File: config.mk
export PLATFORM = sky130hd
export DESIGN_NAME = dior_router
export DESIGN_NICKNAME = d
export VERILOG_FILES = /design/src/verilog/dior_pkg.sv /design/src/verilog/dior_router.sv
export SDC_FILE = /design/constraint.sdc
export NUM_CORES = 1
export LEC_CHECK = 0
export BUFFER_PORTS_ARGS = -buffer_cell sky130_fd_sc_hd__buf_2
export CAP_MARGIN = 5
export CELL_PAD_IN_SITES_DETAIL_PLACEMENT = 1
export CELL_PAD_IN_SITES_GLOBAL_PLACEMENT = 2
export CORE_MARGIN = 2
export CORE_UTILIZATION = 38
export CTS_CLUSTER_DIAMETER = 80
export DETAILED_ROUTE_END_ITERATION = 8
export GPL_ROUTABILITY_DRIVEN = 0
export PLACE_DENSITY_LB_ADDON = 0.12
export SETUP_SLACK_MARGIN = 0.1
export SLEW_MARGIN = 20
export SYNTH_ARGS = -nofsm -noshare
export SYNTH_HDL_FRONTEND = slang
export SYNTH_SLANG_ARGS = --single-unit
File: constraint.sdc
create_clock -name sys_clk_i -period 5.2 [get_ports sys_clk_i]
set_input_delay 1.04 -clock sys_clk_i [delete_from_list [all_inputs] [get_ports sys_clk_i]]
set_output_delay 1.04 -clock sys_clk_i [all_outputs]
set_load 0.005 [all_outputs]
File: src/verilog/dior_pkg.sv
// Contract
// - Lines idle low; rising edge is active.
// - Disabled input ignores all line activity.
// - Gate mode ANDs internal trigger with input.
// - Veto mode suppresses analog output while asserted.
// - Trigger mode starts generation on rising edge.
// - Event outputs pulse for programmed width.
// - Disabled output is held low.
// - Run selection reflects channel activity.
// - Raw selection pulses on each time-base event that finds it idle.
// - Accepted selection pulses once per generated pulse that finds it idle.
// - Busy selection high while engines exhausted.
// - Saturation selection high while output clipped.
// - Loopback copies digital input onto output.
// - Per-output programmable delay before output pulse.
package dior_pkg;

  // ---------------------------------------------------------------
  // Sizes and counts
  // ---------------------------------------------------------------
  localparam int DIOR_NCH = 2;
  localparam int DIOR_CNT_W = 16;
  // Shortest pulse; a programmed width of zero still gives one cycle.
  localparam logic [DIOR_CNT_W-1:0] DIOR_WIDTH_MIN = 16'h0001;
  localparam logic [DIOR_CNT_W-1:0] DIOR_CNT_ZERO = 16'h0000;
  localparam logic [DIOR_CNT_W-1:0] DIOR_CNT_ONE = 16'h0001;

  // ---------------------------------------------------------------
  // Function selections
  // ---------------------------------------------------------------
  typedef enum logic [1:0] {
    DIOR_IN_OFF = 2'b00,
    DIOR_IN_GATE = 2'b01,
    DIOR_IN_VETO = 2'b10,
    DIOR_IN_TRIG = 2'b11
  } dior_in_mode_t;

  typedef enum logic [2:0] {
    DIOR_OUT_OFF = 3'b000,
    DIOR_OUT_RUN = 3'b001,
    DIOR_OUT_RAW = 3'b010,
    DIOR_OUT_ACC = 3'b011,
    DIOR_OUT_BUSY = 3'b100,
    DIOR_OUT_SAT = 3'b101,
    DIOR_OUT_INPUT_TO_OUTPUT_LOOPBACK = 3'b110
  } dior_out_sel_t;

  // ---------------------------------------------------------------
  // Whole state of the router
  // ---------------------------------------------------------------
  typedef struct packed {
    logic [DIOR_NCH-1:0] sync1;
    logic [DIOR_NCH-1:0] sync2;
    logic [DIOR_NCH-1:0] prev;
    logic [DIOR_NCH-1:0] allow;
    logic [DIOR_NCH-1:0] inhibit;
    logic [DIOR_NCH-1:0] ext_trig;
    logic [DIOR_NCH-1:0] dout;
    logic [DIOR_NCH-1:0] dly_busy;
    logic [DIOR_NCH-1:0][DIOR_CNT_W-1:0] dly_cnt;
    logic [DIOR_NCH-1:0][DIOR_CNT_W-1:0] wid_cnt;
  } dior_state_t;

  localparam dior_state_t DIOR_STATE_RST = '0;

endpackage

File: src/verilog/dior_router.sv
`timescale 1ns/1ps
module dior_router (
  input logic sys_clk_i,
  input logic rst_b_i,
  input logic [1:0] din_i,
  input dior_pkg::dior_in_mode_t din_mode_0_i,
  input dior_pkg::dior_in_mode_t din_mode_1_i,
  input dior_pkg::dior_out_sel_t dout_sel_0_i,
  input dior_pkg::dior_out_sel_t dout_sel_1_i,
  input logic [15:0] pulse_width_i,
  input logic [15:0] pulse_delay_0_i,
  input logic [15:0] pulse_delay_1_i,
  input logic [1:0] chan_run_i,
  input logic [1:0] tb_trig_i,
  input logic [1:0] pulse_gen_i,
  input logic [1:0] busy_i,
  input logic [1:0] sat_i,
  output logic [1:0] trig_allow_o,
  output logic [1:0] analog_inhibit_o,
  output logic [1:0] ext_trig_o,
  output logic [1:0] dout_o
);

  // ---------------------------------------------------------------
  // Per-channel views of the configuration
  // ---------------------------------------------------------------
  // Index 0 serves emulation channel one, index 1 channel two, and each
  // input and output keeps its own selection.
  dior_pkg::dior_in_mode_t in_mode [dior_pkg::DIOR_NCH];
  dior_pkg::dior_out_sel_t out_sel [dior_pkg::DIOR_NCH];
  logic [dior_pkg::DIOR_CNT_W-1:0] out_dly [dior_pkg::DIOR_NCH];

  assign in_mode[0] = din_mode_0_i;
  assign in_mode[1] = din_mode_1_i;
  assign out_sel[0] = dout_sel_0_i;
  assign out_sel[1] = dout_sel_1_i;
  assign out_dly[0] = pulse_delay_0_i;
  assign out_dly[1] = pulse_delay_1_i;

  dior_pkg::dior_state_t q;
  dior_pkg::dior_state_t d;

  // ---------------------------------------------------------------
  // Next-state logic
  // ---------------------------------------------------------------
  // All channels share one process; the loop replicates the logic per
  // channel. Only sync2 and later stages are looked at, so the first
  // synchroniser stage feeds nothing but the second.
  always_comb begin
    logic lvl;
    logic rise;
    logic evt;
    logic idle;
    logic fire;
    logic ev_sel;
    lvl = 1'b0;
    rise = 1'b0;
    evt = 1'b0;
    idle = 1'b0;
    fire = 1'b0;
    ev_sel = 1'b0;
    d = q;
    for (int c = 0; c < dior_pkg::DIOR_NCH; c++) begin
      // Two flip-flops before any use of the pin.
      d.sync1[c] = din_i[c];
      d.sync2[c] = q.sync1[c];
      d.prev[c] = q.sync2[c];
      // A disabled input reads as idle low, whatever the pin does.
      lvl = q.sync2[c] && (in_mode[c] != dior_pkg::DIOR_IN_OFF);
      // Only the low to high transition counts as an event.
      rise = q.sync2[c] && !q.prev[c];

      // Gate: internal triggers pass only while the input is high.
      d.allow[c] = (in_mode[c] == dior_pkg::DIOR_IN_GATE) ? lvl : 1'b1;
      // Veto: the analog output is held off while the input is high.
      d.inhibit[c] = (in_mode[c] == dior_pkg::DIOR_IN_VETO) && lvl;
      // Trigger: one start pulse per rising edge of the input.
      d.ext_trig[c] = (in_mode[c] == dior_pkg::DIOR_IN_TRIG) && rise;

      // Event source for the pulse-type selections.
      ev_sel = (out_sel[c] == dior_pkg::DIOR_OUT_RAW) ||
               (out_sel[c] == dior_pkg::DIOR_OUT_ACC);
      if (out_sel[c] == dior_pkg::DIOR_OUT_RAW) begin
        evt = tb_trig_i[c];
      end else if (out_sel[c] == dior_pkg::DIOR_OUT_ACC) begin
        evt = pulse_gen_i[c];
      end else begin
        evt = 1'b0;
      end
      idle = !q.dly_busy[c] && (q.wid_cnt[c] == dior_pkg::DIOR_CNT_ZERO);

      // Delay stage; events that arrive while a pulse is pending or
      // running are dropped rather than queued, so no storage is needed.
      fire = 1'b0;
      if (q.dly_busy[c]) begin
        if (q.dly_cnt[c] <= dior_pkg::DIOR_CNT_ONE) begin
          d.dly_busy[c] = 1'b0;
          d.dly_cnt[c] = dior_pkg::DIOR_CNT_ZERO;
          fire = 1'b1;
        end else begin
          d.dly_cnt[c] = q.dly_cnt[c] - dior_pkg::DIOR_CNT_ONE;
        end
      end else if (evt && idle) begin
        if (out_dly[c] == dior_pkg::DIOR_CNT_ZERO) begin
          fire = 1'b1;
        end else begin
          d.dly_busy[c] = 1'b1;
          d.dly_cnt[c] = out_dly[c];
        end
      end

      // Width stage, counted in clock cycles.
      if (fire) begin
        d.wid_cnt[c] = (pulse_width_i < dior_pkg::DIOR_WIDTH_MIN) ?
                       dior_pkg::DIOR_WIDTH_MIN : pulse_width_i;
      end else if (q.wid_cnt[c] != dior_pkg::DIOR_CNT_ZERO) begin
        d.wid_cnt[c] = q.wid_cnt[c] - dior_pkg::DIOR_CNT_ONE;
      end

      // Leaving a pulse selection abandons whatever was in flight.
      if (!ev_sel) begin
        d.dly_busy[c] = 1'b0;
        d.dly_cnt[c] = dior_pkg::DIOR_CNT_ZERO;
        d.wid_cnt[c] = dior_pkg::DIOR_CNT_ZERO;
      end

      // Output multiplexer.
      case (out_sel[c])
        dior_pkg::DIOR_OUT_OFF: d.dout[c] = 1'b0;
        dior_pkg::DIOR_OUT_RUN: d.dout[c] = chan_run_i[c];
        dior_pkg::DIOR_OUT_RAW: begin
          d.dout[c] = d.wid_cnt[c] != dior_pkg::DIOR_CNT_ZERO;
        end
        dior_pkg::DIOR_OUT_ACC: begin
          d.dout[c] = d.wid_cnt[c] != dior_pkg::DIOR_CNT_ZERO;
        end
        dior_pkg::DIOR_OUT_BUSY: d.dout[c] = busy_i[c];
        dior_pkg::DIOR_OUT_SAT: d.dout[c] = sat_i[c];
        dior_pkg::DIOR_OUT_INPUT_TO_OUTPUT_LOOPBACK: begin
          d.dout[c] = lvl;
        end
        default: d.dout[c] = 1'b0;
      endcase
    end
  end

  // ---------------------------------------------------------------
  // State register
  // ---------------------------------------------------------------
  // Everything resets low so that every line idles low.
  always_ff @(posedge sys_clk_i or negedge rst_b_i) begin
    if (!rst_b_i) begin
      q <= dior_pkg::DIOR_STATE_RST;
    end else begin
      q <= d;
    end
  end

  // Outputs come straight from the state flops.
  assign trig_allow_o = q.allow;
  assign analog_inhibit_o = q.inhibit;
  assign ext_trig_o = q.ext_trig;
  assign dout_o = q.dout;

  // ---------------------------------------------------------------
  // Checks
  // ---------------------------------------------------------------
  // The checks assume the configuration ports stay steady while a
  // pulse is in flight; leaving a pulse selection mid-pulse cancels it by design.
  for (genvar g = 0; g < dior_pkg::DIOR_NCH; g++) begin : g_chk

    property p_in_off;
      @(posedge sys_clk_i) disable iff (!rst_b_i)
      (in_mode[g] == dior_pkg::DIOR_IN_OFF) |=>
        (trig_allow_o[g] && !analog_inhibit_o[g] && !ext_trig_o[g]);
    endproperty
    a_in_off: assert property (p_in_off)
      else $error("disabled input still acts");

    property p_gate;
      @(posedge sys_clk_i) disable iff (!rst_b_i)
      (in_mode[g] == dior_pkg::DIOR_IN_GATE && !din_i[g])[*4] |->
        !trig_allow_o[g];
    endproperty
    a_gate: assert property (p_gate)
      else $error("gate open while input low");

    property p_veto;
      @(posedge sys_clk_i) disable iff (!rst_b_i)
      (in_mode[g] == dior_pkg::DIOR_IN_VETO && din_i[g])[*4] |->
        analog_inhibit_o[g];
    endproperty
    a_veto: assert property (p_veto)
      else $error("veto input high but output not inhibited");

    property p_ext_trig;
      @(posedge sys_clk_i) disable iff (!rst_b_i)
      ($rose(din_i[g]) && in_mode[g] == dior_pkg::DIOR_IN_TRIG)
        ##1 (in_mode[g] == dior_pkg::DIOR_IN_TRIG)[*2] |=>
        (ext_trig_o[g] ##1 !ext_trig_o[g]);
    endproperty
    a_ext_trig: assert property (p_ext_trig)
      else $error("rising input edge gave no single start pulse");

    property p_width;
      @(posedge sys_clk_i) disable iff (!rst_b_i)
      ($rose(dout_o[g]) && pulse_width_i == 16'h0002 &&
       $past(pulse_width_i) == 16'h0002 &&
       (out_sel[g] == dior_pkg::DIOR_OUT_RAW ||
        out_sel[g] == dior_pkg::DIOR_OUT_ACC)) |->
        (dout_o[g][*2] ##1 !dout_o[g]);
    endproperty
    a_width: assert property (p_width)
      else $error("output pulse length differs from programmed width");

    property p_out_off;
      @(posedge sys_clk_i) disable iff (!rst_b_i)
      (out_sel[g] == dior_pkg::DIOR_OUT_OFF) |=> !dout_o[g];
    endproperty
    a_out_off: assert property (p_out_off)
      else $error("disabled output not low");

    property p_run;
      @(posedge sys_clk_i) disable iff (!rst_b_i)
      (out_sel[g] == dior_pkg::DIOR_OUT_RUN) |=>
        (dout_o[g] == $past(chan_run_i[g]));
    endproperty
    a_run: assert property (p_run)
      else $error("run output does not follow channel state");

    property p_raw;
      @(posedge sys_clk_i) disable iff (!rst_b_i)
      (out_sel[g] == dior_pkg::DIOR_OUT_RAW && tb_trig_i[g] &&
       !q.dly_busy[g] && q.wid_cnt[g] == dior_pkg::DIOR_CNT_ZERO &&
       out_dly[g] == dior_pkg::DIOR_CNT_ZERO) |=> dout_o[g];
    endproperty
    a_raw: assert property (p_raw)
      else $error("time-base event gave no output pulse");

    property p_acc;
      @(posedge sys_clk_i) disable iff (!rst_b_i)
      (out_sel[g] == dior_pkg::DIOR_OUT_ACC && pulse_gen_i[g] &&
       !q.dly_busy[g] && q.wid_cnt[g] == dior_pkg::DIOR_CNT_ZERO &&
       out_dly[g] == dior_pkg::DIOR_CNT_ZERO) |=> dout_o[g];
    endproperty
    a_acc: assert property (p_acc)
      else $error("generated pulse gave no accepted output pulse");

    property p_busy;
      @(posedge sys_clk_i) disable iff (!rst_b_i)
      (out_sel[g] == dior_pkg::DIOR_OUT_BUSY) |=>
        (dout_o[g] == $past(busy_i[g]));
    endproperty
    a_busy: assert property (p_busy)
      else $error("busy output does not follow busy state");

    property p_sat;
      @(posedge sys_clk_i) disable iff (!rst_b_i)
      (out_sel[g] == dior_pkg::DIOR_OUT_SAT) |=>
        (dout_o[g] == $past(sat_i[g]));
    endproperty
    a_sat: assert property (p_sat)
      else $error("saturation output does not follow clipping");

    property p_loop;
      @(posedge sys_clk_i) disable iff (!rst_b_i)
      (out_sel[g] == dior_pkg::DIOR_OUT_INPUT_TO_OUTPUT_LOOPBACK &&
       in_mode[g] != dior_pkg::DIOR_IN_OFF && din_i[g])[*4] |->
        dout_o[g];
    endproperty
    a_loop: assert property (p_loop)
      else $error("loopback output does not copy input");

    // An input held low for four cycles must not show up as a high loopback output.
    property p_loop_low;
      @(posedge sys_clk_i) disable iff (!rst_b_i)
      (out_sel[g] == dior_pkg::DIOR_OUT_INPUT_TO_OUTPUT_LOOPBACK &&
       !din_i[g])[*4] |-> !dout_o[g];
    endproperty
    a_loop_low: assert property (p_loop_low)
      else $error("loopback output high while input low");

    // Start pulses come only from an input that is in trigger mode.
    property p_no_trig;
      @(posedge sys_clk_i) disable iff (!rst_b_i)
      (in_mode[g] != dior_pkg::DIOR_IN_TRIG) |=> !ext_trig_o[g];
    endproperty
    a_no_trig: assert property (p_no_trig)
      else $error("start pulse outside trigger mode");

    property p_delay;
      @(posedge sys_clk_i) disable iff (!rst_b_i)
      (((out_sel[g] == dior_pkg::DIOR_OUT_RAW && tb_trig_i[g]) ||
        (out_sel[g] == dior_pkg::DIOR_OUT_ACC && pulse_gen_i[g])) &&
       !q.dly_busy[g] && q.wid_cnt[g] == dior_pkg::DIOR_CNT_ZERO &&
       out_dly[g] == 16'h0003) |=> (!dout_o[g])[*3] ##1 dout_o[g];
    endproperty
    a_delay: assert property (p_delay)
      else $error("output pulse not delayed by programmed amount");

    c_ext_trig: cover property (@(posedge sys_clk_i) ext_trig_o[g]);
    c_veto: cover property (@(posedge sys_clk_i) analog_inhibit_o[g]);
    c_pulse: cover property (@(posedge sys_clk_i)
      $fell(dout_o[g]) && out_sel[g] == dior_pkg::DIOR_OUT_ACC);
    c_loop: cover property (@(posedge sys_clk_i) dout_o[g] &&
      out_sel[g] == dior_pkg::DIOR_OUT_INPUT_TO_OUTPUT_LOOPBACK);
  end

endmodule // dior_router

======== After elaboration in Yosys (flattened, before gate mapping) ========
Cells that the tools add are included.
word-level totals
  register bits after elaboration ......... 80
  bits of input ports ..................... 72
  output and inout port bits .............. 8
  logic and storage cells ................. 116
operators by class
  add/sub/neg operators ................... 4
  $lt $le $gt $ge ......................... 3
  equal/unequal tests ..................... 22
  muxes and demuxes ....................... 43
  reduce and logical (&&, ||, !) cells .... 32
operators by type and width
  kind                     number
  $mux W16                 17
  $logic_not A16 Y1        4
  $reduce_bool A16 Y1      4
  $sub A16 B1 Y16 const B  4
  $le A16 B1 Y1 const B    2
  $mux W1                  24
  $eq A3 B3 Y1 const B     6
  $lt A16 B1 Y1 const B    1
  $eq A3 B2 Y1 const B     4
  $logic_and A1 B1 Y1      12
  $pmux W1 S5              2
  $eq A2 B2 Y1 const B     4
  $eq A3 B1 Y1 const B     2
  $ne A3 B2 Y1 const B     2
  $ne A3 B3 Y1 const B     2
  $eq A2 B1 Y1 const B     2
  $logic_not A1 Y1         4
  $reduce_and A2 Y1        2
  $reduce_bool A2 Y1       2
  $reduce_or A2 Y1         2
  $logic_or A1 B1 Y1       2

======== Longest topological paths before layout ========
  word-level depth ........................ 10
  mapped depth ............................ 10
  gate-level depth less buffers ........... 9

======== Least setup slack after synthesis ========
OpenSTA, ideal clock, no wires.
  path kind ............................... input -> register
  start point ............................. in pulse_delay_1_i[3]
  end point ............................... reg q (netlist bit dout_o[1])
  setup time .............................. 0.138 ns
  data arrival time ....................... 2.787 ns
  required time ........................... 5.062 ns
  path slack .............................. 2.275 ns
  stages .................................. 7
  buffers on the path ..................... 0
  path through ............................ nor4_1 > nand4_1 > or4b_4 > nand2_4 > mux2_2 > nor4_1 > nand4b_1
RTL lines
  element               RTL line            RTL
  start, declared       dior_router.sv:12   input logic [15:0] pulse_delay_1_i,
  end signal, assigned  dior_router.sv:153  q <= dior_pkg::DIOR_STATE_RST;
  end, declared         dior_router.sv:40   dior_pkg::dior_state_t q;

==> impl_metrics.ini <==
[run_status]
status = complete, no violations

[synth]
postSynthCellCount = 620
synth_area_sq_um = 5380
synth-seq-area-share = 0.372
synth_edf_count = 0
synth.avg_cell_area_sq_um = 8.68
syn_nets = 700
ys.flop_type = dfrtp_1
yosysUniqueCellTypes = 66
async_flop_share = 1.00
synth_warnings = 0
synth_seq_cells = 80

[floorplan]
die_area_sq_um = 15100
die_x_um = 123
ios = 80
initial_core_util = 0.389
rows = 43
core_area_sq_um = 13800
die_height_um = 123

[critical_path]
path_cells = buf_2 > nor4_1 > nand4_1 > or4b_4 > nand2_4 > mux2_2 > nor4_1 > nand4b_1
critPathLaunchType = input port
cpMostUsedCell = nor4_1
critical_path_class = input port to register
required_ps = 5410
cp-end-kind = register
critPathArrivalTime_ps = 3440
crit_slowest_cell = or4b_4
slowest_delay_ps = 590
cp_max_fo = 24

[job]
max_cap_violations = 0

[place]
placed_area_sq_um = 5860
dp_hpwl_um = 12100
io_buffers = 79

[sta]
period_needed_ps = 3220
worst_slew_pin_slew_ps = 796
fin_skew_ps = 10.0
hold_violations = 0
finalCritPeriodShare = 0.620
rsz0062_at_grt = no
fmaxAchievable_ghz = 0.310
slew_headroom = 0.469
setup_viol = 0
finalMaxSlewViolations = 0
setup_tns_ps = 0

[clock_network]
cts_root_buf = clkbuf_16
htreeDepth = 3
ctsHoldBuffers = 0
cts_tree = done
cts_max_path_buffers = 2
cts_made_buffers = 9
ctsResizeCount = 0
post_cts_buffers = 0
clock_latency_ps = 350
cts.clk_slew.worst_paths_ps = 60
cts_sinks = 80

[drt]
ant_nets = 0
wl_met1_um = 7890
firstDrtPassIters = 4
drt_wl_total_um = 16700
wl_per_cell_um = 19.4
drcViolationCount = 0
drt-initial-drc-count = 175
highest_layer = met4
wl_met3_um = 505
num_vias = 5059
vias_per_cell = 5.87
wl_met2_um = 8070

[worst_hold_path]
hold_class = register to register

[global_routing]
grt_util_all_layers = 0.232
grt_pass1_vias = 5259
grt_overflow = 0
antenna_found_initial = 0
grt_pass1_wl_um = 27500
grt_max_degree = 59

[layout]
syn_to_final_growth_pct = 14.7
nets = 757
design_area_sq_um = 6170
drive_gt1_frac = 0.182
antenna_cells = 0

[power_and_ir_drop]
p_leak_nw = 2.77
ir_drop_uv = 240
power.density_nw_per_um2 = 592
## path summary, 6_finish.rpt
| kind | start | endpoint | slack (ps) | cells after the start |
|---|---|---|---|---|
| worst max-delay path | pulse_delay_1_i[11] | dout_o[1] | 1980 | 8 |
| worst min register to register | d[76] | d[74] | 360 | 0 |
| max in group asynchronous | rst_b_i | q[53] | 3520 | 2 |
| min in group asynchronous | rst_b_i | q[11] | 580 | 1 |
| worst max register to register | q[16] | dout_o[1] | 2150 | 9 |
| worst min-delay path | d[76] | d[74] | 360 | 0 |
## metrics by stage
step | total power (W) | setup slack (ps) | std cells | hold slack, ps | utilization
2_1_floorplan | 0.00245 | 2280 | 620 | 331 | -
3_3_place_gp | 0.00293 | 1650 | 846 | 337 | 0.424
3_5_place_dp | 0.00297 | 1590 | 846 | 354 | 0.424
4_1_cts | 0.00367 | 1960 | 862 | 367 | 0.445
5_1_grt | 0.00396 | 1800 | 862 | 377 | 0.446
6_report | 0.00365 | 1980 | 862 | 359 | 0.446
## cell usage after synthesis (all sizes together) (9+ instances only)
cell,count,area share
inv,16,0.011
a21oi,31,0.029
nor3,26,0.025
nand4,15,0.020
dfrtp,80,0.37
mux2i,14,0.026
o21ai,22,0.020
nor4,32,0.051
a31oi,9,0.010
clkbuf,22,0.015
or4,12,0.017
buf,15,0.018
xor2,21,0.034
nor2,94,0.066
a211oi,21,0.029
xnor2,15,0.024
nand2,41,0.031
## cell families (layout without fill, tap and decap cells)
group	count (synthesis)	count (layout)	share of synthesized area
multiplexers	19	19	0.0365
adder cells (fa/ha/maj)	8	8	0.0186
buffers and inverters	53	115	0.0447
AO/OA/AOI/OAI	145	145	0.183
flip-flops	80	80	0.372
AND/OR/NAND/NOR	279	279	0.286
XOR/XNOR	36	36	0.0586
## flip-flops by register name, indices dropped and copies added (netlist names)
name	cells
analog_inhibit_o	2
d	4
trig_allow_o	2
ext_trig_o	2
dout_o	2
q	68
## power breakdown
part           switching, W  internal [W]
Combinational       0.00125      0.000812
Sequential         0.000187      0.000738
Clock              0.000261      0.000397
Total               0.00170       0.00195
## worst max-delay path: cells and delay by family
family | cells | cell delay [ps]
and+or+nand+nor | 6 | 1900
muxes | 1 | 390
buffers and inverters | 1 | 110
## layout by cell type (no fill, tap or decap), types with 14 or more instances in the layout
cell type / count
nor4_1: 26
mux2i_1: 14
nand4_1: 14
buf_2: 78
nand2_1: 38
a21oi_1: 31
nor2_1: 94
o21ai_0: 20
nor3_1: 25
xnor2_1: 15
dfrtp_1: 80
inv_1: 16
a211oi_1: 21
xor2_1: 21
## cell type report
cell class	count	area (sq um)
fill	1673	7660
multi-input combinational	487	3150
sequential	80	2000
timing repair buffer	83	428
clock buffer	13	260
tap	180	225
inverter	16	60.1
clock inverter	3	40.0
## metal layers
metal	up-vias	GRT usage
met1	2555	0.316
met2	73	0.378
met3	16	0.0447
met4	0	0.0611
met5	-	0
li1	2415	-
Power figures use the tool's default switching activity.
